**src/core/cpu_core_pkg.sv**
```systemverilog
package cpu_core_pkg;

  // Register byte addresses
  localparam logic [11:0] STATUS_ADDR  = 12'h000;
  localparam logic [11:0] CONTROL_ADDR = 12'h004;

  // Reset values
  localparam logic [15:0] STATUS_RESET  = 16'h0000;
  localparam logic [15:0] CONTROL_RESET = 16'h0020;

  // Status field positions
  localparam int ST_CLIP_A     = 13;
  localparam int ST_CLIP_B     = 12;
  localparam int ST_CLIP_ANY   = 10;
  localparam int ST_HALF_CARRY = 8;
  localparam int ST_PRIO_LO    = 5;
  localparam int ST_REPEAT     = 4;
  localparam int ST_N          = 3;
  localparam int ST_WRAP       = 2;
  localparam int ST_Z          = 1;
  localparam int ST_C          = 0;

  // Core control field positions
  localparam int CC_MUL_UNSIGNED = 12;
  localparam int CC_EARLY_EXIT   = 11;
  localparam int CC_DEPTH_LO     = 8;
  localparam int CC_CLIP_A_EN    = 7;
  localparam int CC_CLIP_B_EN    = 6;
  localparam int CC_STORE_CLIP   = 5;
  localparam int CC_WIDE_CLIP    = 4;
  localparam int CC_PRIO_MSB     = 3;
  localparam int CC_PROG_WIN     = 2;
  localparam int CC_ROUNDING     = 1;
  localparam int CC_INT_FRAC     = 0;

  typedef enum logic [3:0] {
    OP_ADD    = 4'h0,
    OP_ADDC   = 4'h1,
    OP_SUB    = 4'h2,
    OP_SUBB   = 4'h3,
    OP_AND    = 4'h4,
    OP_IOR    = 4'h5,
    OP_XOR    = 4'h6,
    OP_SHL    = 4'h7,
    OP_LSR    = 4'h8,
    OP_ASR    = 4'h9,
    OP_MUL_SS = 4'hA,
    OP_MUL_UU = 4'hB,
    OP_MUL_SU = 4'hC,
    OP_MUL_US = 4'hD,
    OP_MUL_SL = 4'hE,
    OP_MUL_UL = 4'hF
  } alu_op_t;

  typedef struct packed {
    logic        valid;
    alu_op_t     op;
    logic        byte_mode;
    logic [15:0] a;
    logic [15:0] b;
  } alu_req_t;

  typedef struct packed {
    logic        valid;
    logic [31:0] data;
  } alu_res_t;

  typedef struct packed {
    logic mul_unsigned;
    logic acc_a_clip_en;
    logic acc_b_clip_en;
    logic store_clip_en;
    logic wide_clip_sel;
    logic program_window_en;
    logic rounding_sel;
    logic int_frac_sel;
  } dsp_mode_t;

  typedef enum logic {
    APB_IDLE = 1'h0,
    APB_DONE = 1'h1
  } apb_state_t;

endpackage

```
**src/core/cpu_status_core_control_alu.sv**
```systemverilog
// Implementation choices: register access over APB and the placing of the registers.
`timescale 1ns/1ps
module cpu_status_core_control_alu
  import cpu_core_pkg::*;
(
  input  wire logic        CLK_I,
  input  wire logic        SRST_I,
  input  wire logic        PSEL_I,
  input  wire logic        PENABLE_I,
  input  wire logic        PWRITE_I,
  input  wire logic [11:0] PADDR_I,
  input  wire logic [31:0] PWDATA_I,
  output logic      [31:0] PRDATA_O,
  output logic             PREADY_O,
  output logic             PSLVERR_O,
  input  wire logic        NESTING_OFF_I,
  input  wire logic        PRIORITY_LOAD_I,
  input  wire logic [3:0]  PRIORITY_VALUE_I,
  input  wire logic        REPEAT_ACTIVE_I,
  input  wire logic [2:0]  LOOP_DEPTH_I,
  input  wire logic        ACC_A_CLIP_EVT_I,
  input  wire logic        ACC_B_CLIP_EVT_I,
  input  wire alu_req_t    ALU_REQ_I,
  output alu_res_t         ALU_RES_O,
  output logic      [3:0]  PRIORITY_LEVEL_O,
  output logic             USER_IRQ_OFF_O,
  output dsp_mode_t        DSP_MODE_O,
  output logic             EARLY_EXIT_O
);

  // Top bit of a byte or word
  function automatic logic top_bit(
    input logic [15:0] v,
    input logic        byte_sel
  );
    top_bit = byte_sel ? v[7] : v[15];
  endfunction

  // Extend to 17 bits, signed or unsigned
  function automatic logic [16:0] ext17(
    input logic [15:0] v,
    input logic        sg
  );
    ext17 = {sg & v[15], v};
  endfunction

  // Hardware update wins over software write
  function automatic logic flag_next(
    input logic hw,
    input logic hw_val,
    input logic sw,
    input logic sw_val,
    input logic old
  );
    flag_next = hw ? hw_val : (sw ? sw_val : old);
  endfunction

  apb_state_t  state;
  logic [2:0]  prio;
  logic        msb;
  logic        rep;
  logic        n;
  logic        wrap;
  logic        z;
  logic        c;
  logic        half_c;
  logic        clip_a;
  logic        clip_b;
  logic [2:0]  depth;
  dsp_mode_t   mode;

  // Bus decode
  wire         hit_st   = PADDR_I == STATUS_ADDR;
  wire         hit_cc   = PADDR_I == CONTROL_ADDR;
  wire         mapped   = hit_st | hit_cc;
  wire         access   = PSEL_I & PENABLE_I;
  wire         wr_fire  = access & PREADY_O & PWRITE_I & mapped;
  wire         st_wr    = wr_fire & hit_st;
  wire         cc_wr    = wr_fire & hit_cc;
  wire  [15:0] w        = PWDATA_I[15:0];

  // Register read views
  wire  [15:0] status_rd = {2'h0, clip_a, clip_b, 1'h0, clip_a | clip_b, 1'h0, half_c,
                            prio, rep, n, wrap, z, c};
  wire  [15:0] control_rd = {3'h0, mode.mul_unsigned, 1'h0, depth,
                             mode.acc_a_clip_en, mode.acc_b_clip_en,
                             mode.store_clip_en, mode.wide_clip_sel,
                             msb, mode.program_window_en,
                             mode.rounding_sel, mode.int_frac_sel};
  wire  [15:0] read_mux = hit_st ? status_rd :
                          (hit_cc ? control_rd : 16'h0000);

  // Priority field and its top bit
  wire         prio_sw   = st_wr & ~NESTING_OFF_I;
  wire  [2:0]  next_prio = PRIORITY_LOAD_I ? PRIORITY_VALUE_I[2:0] :
                           (prio_sw ? w[ST_PRIO_LO +: 3] : prio);
  wire         msb_clr   = cc_wr & ~w[CC_PRIO_MSB];
  wire         next_msb  = PRIORITY_LOAD_I ? PRIORITY_VALUE_I[3] :
                           (msb & ~msb_clr);
  wire         next_irq_off = next_msb | (&next_prio);

  // Sticky clip flags, event wins over clear
  wire         clip_a_clr  = st_wr & (~w[ST_CLIP_A] | ~w[ST_CLIP_ANY]);
  wire         clip_b_clr  = st_wr & (~w[ST_CLIP_B] | ~w[ST_CLIP_ANY]);
  wire         next_clip_a = ACC_A_CLIP_EVT_I | (clip_a & ~clip_a_clr);
  wire         next_clip_b = ACC_B_CLIP_EVT_I | (clip_b & ~clip_b_clr);

  // ALU operand preparation
  alu_req_t    q;
  assign q = ALU_REQ_I;
  wire         bm       = q.byte_mode;
  wire         is_sub   = (q.op == OP_SUB) | (q.op == OP_SUBB);
  wire         use_c    = (q.op == OP_ADDC) | (q.op == OP_SUBB);
  wire         is_arith = q.op <= OP_SUBB;
  wire         is_shift = (q.op == OP_SHL) | (q.op == OP_LSR) |
                          (q.op == OP_ASR);
  wire         is_logic = (q.op == OP_AND) | (q.op == OP_IOR) |
                          (q.op == OP_XOR);
  wire         is_mul   = q.op >= OP_MUL_SS;
  wire  [15:0] ax       = bm ? {8'h00, q.a[7:0]} : q.a;
  wire  [15:0] binv     = is_sub ? ~q.b : q.b;
  wire  [15:0] bx       = bm ? {8'h00, binv[7:0]} : binv;
  wire         cin      = use_c ? c : is_sub;

  // Adder with digit carry taps
  wire  [16:0] sum      = {1'h0, ax} + {1'h0, bx} + {16'h0000, cin};
  wire  [4:0]  nib      = {1'h0, ax[3:0]} + {1'h0, bx[3:0]} + {4'h0, cin};
  wire  [8:0]  oct      = {1'h0, ax[7:0]} + {1'h0, bx[7:0]} + {8'h00, cin};
  wire         add_c    = bm ? sum[8] : sum[16];
  wire         add_half_c = bm ? nib[4] : oct[8];

  // Shifts by one place
  wire  [15:0] shl_v    = {ax[14:0], 1'h0};
  wire  [15:0] lsr_v    = {1'h0, ax[15:1]};
  wire  [15:0] asr_v    = bm ? {8'h00, ax[7], ax[7:1]} :
                               {ax[15], ax[15:1]};
  wire         shl_c    = top_bit(ax, bm);
  wire         lsr_c    = ax[0];

  logic [15:0] raw;
  logic        sh_c;

  always_comb begin
    raw  = 16'h0000;
    sh_c = 1'h0;
    case (q.op)
      OP_ADD, OP_ADDC, OP_SUB, OP_SUBB: begin
        raw = sum[15:0];
      end
      OP_AND: begin
        raw = ax & bx;
      end
      OP_IOR: begin
        raw = ax | bx;
      end
      OP_XOR: begin
        raw = ax ^ bx;
      end
      OP_SHL: begin
        raw  = shl_v;
        sh_c = shl_c;
      end
      OP_LSR: begin
        raw  = lsr_v;
        sh_c = lsr_c;
      end
      OP_ASR: begin
        raw  = asr_v;
        sh_c = lsr_c;
      end
      default: begin
        raw  = 16'h0000;
        sh_c = 1'h0;
      end
    endcase
  end

  // Result width and flags
  wire  [15:0] resm     = bm ? {8'h00, raw[7:0]} : raw;
  wire         r_zero   = resm == 16'h0000;
  wire         r_neg    = top_bit(resm, bm);
  wire         r_wrap   = (top_bit(ax, bm) == top_bit(bx, bm)) &
                          (top_bit(resm, bm) != top_bit(ax, bm));
  wire         r_z      = use_c ? (z & r_zero) : r_zero;
  wire         r_c      = is_arith ? add_c : sh_c;
  wire         fire     = q.valid;
  wire         aff_nz   = fire & (is_arith | is_shift | is_logic);
  wire         aff_c    = fire & (is_arith | is_shift);
  wire         aff_wrap = fire & is_arith;

  wire         next_n      = flag_next(aff_nz, r_neg, st_wr, w[ST_N], n);
  wire         next_wrap   = flag_next(aff_wrap, r_wrap, st_wr, w[ST_WRAP], wrap);
  wire         next_z      = flag_next(aff_nz, r_z, st_wr, w[ST_Z], z);
  wire         next_c      = flag_next(aff_c, r_c, st_wr, w[ST_C], c);
  wire         next_half_c = flag_next(aff_wrap, add_half_c, st_wr, w[ST_HALF_CARRY], half_c);

  // Multiplier signedness and operands
  wire         lit      = (q.op == OP_MUL_SL) | (q.op == OP_MUL_UL);
  wire         a_sg     = ~bm & ((q.op == OP_MUL_SS) | (q.op == OP_MUL_SU) |
                          (q.op == OP_MUL_SL));
  wire         b_sg     = ~bm & ((q.op == OP_MUL_SS) |
                          (q.op == OP_MUL_US));
  wire  [15:0] mb_v     = lit ? {11'h000, q.b[4:0]} :
                          (bm ? {8'h00, q.b[7:0]} : q.b);
  wire signed [16:0] ma = $signed(ext17(ax, a_sg));
  wire signed [16:0] mb = $signed(ext17(mb_v, b_sg));
  wire signed [33:0] prod = ma * mb;
  wire  [31:0] next_data = is_mul ? prod[31:0] : {16'h0000, resm};

  // Control write decode
  dsp_mode_t   next_mode;
  always_comb begin
    next_mode = mode;
    if (cc_wr) begin
      next_mode.mul_unsigned      = w[CC_MUL_UNSIGNED];
      next_mode.acc_a_clip_en     = w[CC_CLIP_A_EN];
      next_mode.acc_b_clip_en     = w[CC_CLIP_B_EN];
      next_mode.store_clip_en     = w[CC_STORE_CLIP];
      next_mode.wide_clip_sel     = w[CC_WIDE_CLIP];
      next_mode.program_window_en = w[CC_PROG_WIN];
      next_mode.rounding_sel      = w[CC_ROUNDING];
      next_mode.int_frac_sel      = w[CC_INT_FRAC];
    end
  end

  // APB slave, one wait state per access
  always_ff @(posedge CLK_I) begin
    if (SRST_I) begin
      state     <= APB_IDLE;
      PREADY_O  <= 1'h0;
      PSLVERR_O <= 1'h0;
      PRDATA_O  <= 32'h00000000;
    end else begin
      case (state)
        APB_IDLE: begin
          if (access) begin
            state     <= APB_DONE;
            PREADY_O  <= 1'h1;
            PSLVERR_O <= ~mapped;
            PRDATA_O  <= PWRITE_I ? 32'h00000000 : {16'h0000, read_mux};
          end
        end
        APB_DONE: begin
          state     <= APB_IDLE;
          PREADY_O  <= 1'h0;
          PSLVERR_O <= 1'h0;
        end
        default: begin
          state    <= APB_IDLE;
          PREADY_O <= 1'h0;
        end
      endcase
    end
  end

  // Status register
  always_ff @(posedge CLK_I) begin
    if (SRST_I) begin
      prio   <= STATUS_RESET[ST_PRIO_LO +: 3];
      rep    <= STATUS_RESET[ST_REPEAT];
      n      <= STATUS_RESET[ST_N];
      wrap   <= STATUS_RESET[ST_WRAP];
      z      <= STATUS_RESET[ST_Z];
      c      <= STATUS_RESET[ST_C];
      half_c <= STATUS_RESET[ST_HALF_CARRY];
      clip_a <= STATUS_RESET[ST_CLIP_A];
      clip_b <= STATUS_RESET[ST_CLIP_B];
    end else begin
      prio   <= next_prio;
      rep    <= REPEAT_ACTIVE_I;
      n      <= next_n;
      wrap   <= next_wrap;
      z      <= next_z;
      c      <= next_c;
      half_c <= next_half_c;
      clip_a <= next_clip_a;
      clip_b <= next_clip_b;
    end
  end

  // Core control register and outputs
  always_ff @(posedge CLK_I) begin
    if (SRST_I) begin
      msb                    <= CONTROL_RESET[CC_PRIO_MSB];
      depth                  <= CONTROL_RESET[CC_DEPTH_LO +: 3];
      mode.mul_unsigned      <= CONTROL_RESET[CC_MUL_UNSIGNED];
      mode.acc_a_clip_en     <= CONTROL_RESET[CC_CLIP_A_EN];
      mode.acc_b_clip_en     <= CONTROL_RESET[CC_CLIP_B_EN];
      mode.store_clip_en     <= CONTROL_RESET[CC_STORE_CLIP];
      mode.wide_clip_sel     <= CONTROL_RESET[CC_WIDE_CLIP];
      mode.program_window_en <= CONTROL_RESET[CC_PROG_WIN];
      mode.rounding_sel      <= CONTROL_RESET[CC_ROUNDING];
      mode.int_frac_sel      <= CONTROL_RESET[CC_INT_FRAC];
      DSP_MODE_O             <= dsp_mode_t'(8'h10);
      EARLY_EXIT_O           <= 1'h0;
      PRIORITY_LEVEL_O       <= 4'h0;
      USER_IRQ_OFF_O         <= 1'h0;
    end else begin
      msb              <= next_msb;
      depth            <= LOOP_DEPTH_I;
      mode             <= next_mode;
      DSP_MODE_O       <= next_mode;
      EARLY_EXIT_O     <= cc_wr & w[CC_EARLY_EXIT];
      PRIORITY_LEVEL_O <= {next_msb, next_prio};
      USER_IRQ_OFF_O   <= next_irq_off;
    end
  end

  // ALU result register
  always_ff @(posedge CLK_I) begin
    if (SRST_I) begin
      ALU_RES_O <= '0;
    end else begin
      ALU_RES_O.valid <= fire;
      ALU_RES_O.data  <= next_data;
    end
  end

endmodule

```
**config.mk**
```make
export PLATFORM = sky130hd
export DESIGN_NAME = cpu_status_core_control_alu
export DESIGN_NICKNAME = d
export VERILOG_FILES = /design/src/core/cpu_core_pkg.sv /design/src/core/cpu_status_core_control_alu.sv
export SDC_FILE = /design/constraint.sdc
export NUM_CORES = 1
export LEC_CHECK = 0
export ABC_AREA = 1
export BUFFER_PORTS_ARGS = -buffer_cell sky130_fd_sc_hd__buf_2
export CORE_UTILIZATION = 43
export CTS_CLUSTER_DIAMETER = 200
export CTS_CLUSTER_SIZE = 10
export DETAILED_ROUTE_END_ITERATION = 12
export PLACE_DENSITY_LB_ADDON = 0.25
export SYNTH_ARGS = -nofsm -noshare
export SYNTH_HDL_FRONTEND = slang
export SYNTH_SLANG_ARGS = --single-unit
export TNS_END_PERCENT = 50
```
**constraint.sdc**
```tcl
create_clock -name CLK_I -period 14.8 [get_ports CLK_I]
set_input_delay 2.22 -clock CLK_I [delete_from_list [all_inputs] [get_ports CLK_I]]
set_output_delay 2.22 -clock CLK_I [all_outputs]
set_load 0.03 [all_outputs]
```
Word-level counts from Yosys, hierarchy flattened
Cells that the tools add are included.
{ "totals": {"register_bits": 97, "in_bits": 99, "word_cells": 165} }
{ "op_classes": {"n_addsub": 6, "multipliers": 1, "n_lt_le_gt_ge": 2, "n_eq_ne": 18, "mux": 40, "bitwise_logic": 58, "n_reduce_logical": 11} }
{ "op_table": {"columns": ["op", "count"], "rows": [
  ["16-bit 2-to-1 mux", 8],
  ["16-bit one-hot mux with 7 select lines", 1],
  ["17-bit by 17-bit multiplier with 32-bit output", 1],
  ["4-bit equality test, second input constant", 7],
  ["14-bit 2-to-1 mux", 2],
  ["1-bit AND", 23],
  ["1-bit 2-to-1 mux", 22],
  ["1-bit bitwise OR", 19],
  ["16-bit by 16-bit adder with 17-bit output", 1],
  ["17-bit by 1-bit adder with 17-bit output", 1],
  ["16-bit AND", 1],
  ["4-bit by 3-bit equality test with 1-bit output, second input constant", 4],
  ["16-bit logical NOT", 1],
  ["16-bit NOT", 1],
  ["16-bit bitwise OR", 1],
  ["16-bit bitwise XOR", 1],
  ["13-bit 2-to-1 mux", 1],
  ["12-bit by 3-bit equality test with 1-bit output, second input constant", 1],
  ["12-bit logical NOT", 1],
  ["1-bit NOT", 12],
  ["8-bit by 8-bit adder with 9-bit output", 1],
  ["9-bit by 1-bit adder with 9-bit output", 1],
  ["4-bit by 2-bit equality test with 1-bit output, second input constant", 2],
  ["1-bit one-hot mux with 2 select lines", 4],
  ["15 further kinds", 19]
]} }

Logic depth before layout (Yosys ltp)
{ "depth": {"word_depth": 12, "ltp_mapped": 32, "ltp_nobuf": 30} }

Worst setup path after synthesis
Ideal clock, no wire load.
{ "synth_timing": {"kind": "input-to-reg", "start": "input port ALU_REQ_I[32] in the netlist's numbering", "end": "register ALU_RES_O[25] in the netlist's numbering", "setup_time_ps": 70, "arrival_ps": 7990, "required_time_ps": 14730, "setup_slack_ps": 6739, "path_stages": 27, "path_buffers": 2, "path_cell_list": "inv_2 -> clkbuf_1 -> clkbuf_1 -> nand2_1 -> inv_1 -> nand2_1 -> fa_1 -> inv_1 -> fa_1 -> inv_1 -> fa_1 -> inv_1 -> fa_1 -> fa_1 -> inv_1 -> fa_1 -> inv_1 -> ha_1 -> nand2_1 -> nor2_1 -> inv_1 -> nor3_1 -> a21oi_1 -> o21ai_0 -> a21oi_1 -> or2_2 -> a21oi_1"} }
{ "synth_via": {"elab_chain_len": 4, "elab_cells_between_ends": 9, "cone_classes": "1 x mul; 3 x mux; 5 x bitwise"} }
{ "synth_rtl": {"columns": ["element", "line", "source"], "rows": [
  ["start, declared", "cpu_status_core_control_alu.sv:23", "input wire alu_req_t ALU_REQ_I,"],
  ["16-bit 2-to-1 mux / 1-bit NOT (equally long branches)", "cpu_status_core_control_alu.sv:204, cpu_status_core_control_alu.sv:199, cpu_status_core_control_alu.sv:201", null],
  ["16-bit 2-to-1 mux (tied with other cells)", "cpu_status_core_control_alu.sv:203", "wire [15:0] mb_v = lit ? {11'h000, q.b[4:0]} :"],
  ["1-bit AND", "cpu_status_core_control_alu.sv:44", "ext17 = {sg & v[15], v};"],
  ["17-bit by 17-bit multiplier with 32-bit output (*)", "cpu_status_core_control_alu.sv:207", "wire signed [33:0] prod = ma * mb;"],
  ["end, declared", "cpu_status_core_control_alu.sv:24", "output alu_res_t ALU_RES_O,"]
]} }
Mark *: on every way between the ends. The rest lies on a longest branch, timed or not.
A chain may end at the register's enable or synchronous reset.

Worst setup path after layout
{ "layout_timing": {"start": "input port ALU_REQ_I[32] in the netlist's numbering", "end": "register ALU_RES_O[28] in the netlist's numbering"} }
The elaborated chain is that of the path after synthesis.

==> impl_metrics.sql <==
INSERT INTO impl_metrics (metric_group, metric, value, unit) VALUES
('outcome', 'status', 'finished with violations', ''),
('outcome', 'violated_checks', 'design-rule violations', ''),
('clock_tree', 'post_cts_hold_buffer_count', '0', ''),
('floorplanning', 'floorplan.die.height', '193', 'µm'),
('synthesis', 'synthDominantCellAreaShare', '36.4', '%'),
('timing', 'finalSetupViolCount', '0', ''),
('clock_tree', 'cts_setup_buffers', '0', ''),
('final_layout', 'final_net_count', '2693', ''),
('clock_tree', 'ctsRootBufferMaster', 'sky130_fd_sc_hd__clkbuf_16', ''),
('grt', 'number_of_global_route_vias_before_repair', '14229', ''),
('timing', 'timing.final.max_slew_violations', '0', ''),
('detailed_routing', 'wirelength', '48800', 'µm'),
('detailed_routing', 'drt_pass1_iterations', '10', ''),
('clock_tree', 'clock_tree_from_tritoncts', 'yes', ''),
('grt', 'grt-ovfl-total', '0', ''),
('final_layout', 'drive_gt1_share', '9.00', '%'),
('synthesis', 'synth_area', '15600', 'µm²'),
('timing', 'final_min_period_over_clock_period', '69.6', '%'),
('synthesis', 'ys_dominant_reg_cell', 'sky130_fd_sc_hd__dfxtp_1', ''),
('detailed_routing', 'routed_wire_length_per_instance', '18.3', 'µm'),
('synthesis', 'part_of_the_yosys_area_used_for_sequential_elements', '9.48', '%'),
('detailed_routing', 'remaining_drc_errors', '14', ''),
('timing', 'achievable-frequency', '97.0', 'MHz'),
('grt', 'grt_start_max_net_pins', '39', ''),
('critical_path', 'critPathMaxStageDelay', '0.70', 'ns'),
('synthesis', 'synthDistinctLibCells', '51', ''),
('clock_tree', 'clock_insertion_delay_worst_skew', '0.34', 'ns'),
('power', 'leakage', '9.47', 'nW'),
('clock_tree', 'tritoncts.num_buffers', '9', ''),
('timing', 'tightest_slew', '0.836', 'ns'),
('critical_path', 'required', '15.04', 'ns'),
('synthesis', 'synth_area_leader_cell', 'sky130_fd_sc_hd__fa_1', ''),
('critical_path', 'timing.setup.critical_path_class', 'input pin to flop', ''),
('timing', 'timing.final.crit_period', '10.30', 'ns'),
('synthesis', 'synth-seq-cells', '74', ''),
('clock_tree', 'ctsLongestPathBuffers', '2', ''),
('clock_tree', 'cts_repair_resize_count', '0', ''),
('detailed_routing', 'postRouteAntennaNets', '0', ''),
('job', 'drv_cap', '0', ''),
('clock_tree', 'htree_levels', '3', ''),
('final_layout', 'finish.instance_area', '16900', 'µm²'),
('synthesis', 'postSynthCellCount', '2102', ''),
('synthesis', 'most_common_library_cells_after_synthesis', '491 x sky130_fd_sc_hd__inv_1, 452 x sky130_fd_sc_hd__nand2_1, 284 x sky130_fd_sc_hd__fa_1, 208 x sky130_fd_sc_hd__nor2_1, 114 x sky130_fd_sc_hd__ha_1', ''),
('floorplanning', 'floorplan.initialDensity', '43.8', '%'),
('timing', 'fin_worst_skew', '0.00743', 'ns'),
('synthesis', 'postSynth.asyncResetShare', '0', '%'),
('floorplanning', 'ios', '180', ''),
('power', 'worst_ir_drop_vdd', '0.102', 'mV'),
('placement', 'dp_hpwl', '40400', 'µm'),
('synthesis', 'edff_count_synth', '0', ''),
('critical_path', 'crit_path_max_fanout', '28', ''),
('timing', 'grt_setup_unrepaired', 'no', ''),
('placement', 'placedInstanceArea', '16600', 'µm²'),
('detailed_routing', 'dr_total_vias', '13846', ''),
('synthesis', 'synth-warning-count', '0', ''),
('critical_path', 'worstPathArrival', '10.55', 'ns'),
('critical_path', 'crit_path_most_repeated_cell', 'sky130_fd_sc_hd__fa_1', ''),
('power', 'p_per_area', '124', 'nW/µm²'),
('detailed_routing', 'initialDrtViolationCount', '1185', ''),
('timing', 'relSlewSlack', '44.1', '%'),
('floorplanning', 'die_width', '193', 'µm'),
('detailed_routing', 'avgViaCountPerCell', '5.20', ''),
('timing', 'hold_violations', '0', ''),
('grt', 'antenna_found_initial', '0', ''),
('synthesis', 'synth_top_cells_by_area', 'sky130_fd_sc_hd__fa_1 36%, sky130_fd_sc_hd__inv_1 12%, sky130_fd_sc_hd__nand2_1 11%', ''),
('synthesis', 'post_synth.cell_area_avg', '7.43', 'µm²'),
('critical_path', 'crit_path_top_delay_cell', 'sky130_fd_sc_hd__nand2_1', ''),
('min_path', 'worstHoldPathType', 'flop to flop', ''),
('placement', 'finalWeightedCongestion', '0.914', ''),
('floorplanning', 'core-area', '35700', 'µm²'),
('timing', 'post-route-worst-setup-slack', '4.50', 'ns');
-- state kept, by name, summed over array words and instances (netlist names), 2 cells and up --
name	flops
PRDATA_O	13
PRIORITY_LEVEL_O	2
control_rd	8
ALU_RES_O	33
depth	3
prio	2
-- path summary, 6_finish.rpt --
kind	startpoint	endpoint	slack, ns	depth (start not counted)
setup / recovery	ALU_REQ_I[32]	ALU_RES_O[28]$_SDFF_PP0_	4.50	26
hold / removal	PRDATA_O[8]$_SDFFE_PP0P_	PRDATA_O[8]$_SDFFE_PP0P_	0.47	2
setup reg to reg	c$_SDFFE_PP0P_	c$_SDFFE_PP0P_	11.56	14
hold reg to reg	PRDATA_O[8]$_SDFFE_PP0P_	PRDATA_O[8]$_SDFFE_PP0P_	0.47	2
-- through the flow --
stage	total power (W)	instances	hold WS, ns	util, %
after floorplan	0.00136	2120	0.439	-
after global placement	0.00182	2646	0.451	46.5
after detailed placement	0.00185	2646	0.457	46.5
after CTS	0.00210	2662	0.467	47.5
after global routing	0.00232	2662	0.480	47.5
final	0.00210	2662	0.465	47.5
-- power breakdown --
group	internal, W	total (W)	leakage [nW]	switching, W
sequential	0.000226	0.000232	0.606	0.00000634
combinational	0.000567	0.00162	8.70	0.00106
clock	0.000154	0.000242	0.165	0.0000880
total	0.000947	0.00210	9.47	0.00115
-- kinds of logic after synthesis --
group | Yosys count | share of synthesized area [%]
AO/OA/AOI/OAI | 223 | 7.98
AND/OR/NAND/NOR | 781 | 20.3
flip-flops | 74 | 9.48
XOR/XNOR | 27 | 1.51
other | 1 | 0.0240
adder cells (fa/ha/maj) | 398 | 45.5
buffers and inverters | 597 | 15.1
multiplexers | 1 | 0.0641
-- layer usage --
| metal | vias to the layer above | GRT usage (%) | part of all wire, % |
|---|---|---|---|
| met5 | - | 0 | 0 |
| met4 | 0 | 9.06 | 3.6 |
| met3 | 85 | 3.35 | 7.6 |
| met2 | 573 | 45.8 | 47 |
| met1 | 6781 | 37.6 | 42 |
| li1 | 6407 | - | - |
-- layout by cell type, fill, tap and decap left out, types with 2 or more instances in the layout --
cell type | Yosys | routed
sky130_fd_sc_hd__a211oi_1 | 2 | 2
sky130_fd_sc_hd__a21o_1 | 4 | 4
sky130_fd_sc_hd__a21oi_1 | 104 | 104
sky130_fd_sc_hd__a22o_1 | 3 | 3
sky130_fd_sc_hd__a31oi_1 | 5 | 5
sky130_fd_sc_hd__a32o_1 | 2 | 2
sky130_fd_sc_hd__and2_1 | 5 | 5
sky130_fd_sc_hd__buf_2 | 3 | 141
sky130_fd_sc_hd__buf_4 | 30 | 6
sky130_fd_sc_hd__bufinv_16 | 0 | 2
sky130_fd_sc_hd__clkbuf_16 | 0 | 9
sky130_fd_sc_hd__clkinv_1 | 12 | 12
sky130_fd_sc_hd__clkinv_4 | 0 | 2
sky130_fd_sc_hd__conb_1 | 1 | 19
sky130_fd_sc_hd__dfxtp_1 | 74 | 74
sky130_fd_sc_hd__fa_1 | 284 | 284
sky130_fd_sc_hd__ha_1 | 114 | 114
sky130_fd_sc_hd__inv_1 | 491 | 491
sky130_fd_sc_hd__inv_2 | 12 | 12
sky130_fd_sc_hd__nand2_1 | 452 | 452
sky130_fd_sc_hd__nand2_2 | 3 | 3
sky130_fd_sc_hd__nand2_4 | 3 | 3
sky130_fd_sc_hd__nand3_1 | 54 | 54
sky130_fd_sc_hd__nand4_1 | 9 | 9
sky130_fd_sc_hd__nor2_1 | 208 | 208
sky130_fd_sc_hd__nor2_4 | 2 | 2
sky130_fd_sc_hd__nor3_1 | 22 | 22
sky130_fd_sc_hd__nor4_1 | 6 | 6
sky130_fd_sc_hd__o2111ai_1 | 2 | 2
sky130_fd_sc_hd__o211ai_1 | 4 | 4
sky130_fd_sc_hd__o21ai_0 | 60 | 60
sky130_fd_sc_hd__o221ai_1 | 3 | 3
sky130_fd_sc_hd__o22ai_1 | 25 | 25
sky130_fd_sc_hd__o32ai_1 | 2 | 2
sky130_fd_sc_hd__or2_0 | 2 | 2
sky130_fd_sc_hd__or2_2 | 11 | 11
sky130_fd_sc_hd__xnor2_1 | 12 | 12
sky130_fd_sc_hd__xor2_1 | 15 | 15
-- final cells by class --
type	count	area, µm²
multi-input combinational	1449	11800
clock inverter	6	97.6
inverter	515	1930
clock buffer	10	239
tap	461	577
sequential	74	1480
timing repair buffer	147	751
fill	3652	18700
-- critical path, delay by kind of cell --
family | cells | cell delay (ns)
fa+ha+maj | 7 | 3.53
simple gates | 10 | 2.91
buf+inv | 7 | 1.53
compound gates | 2 | 0.32
(Power assumes the default switching activity.)
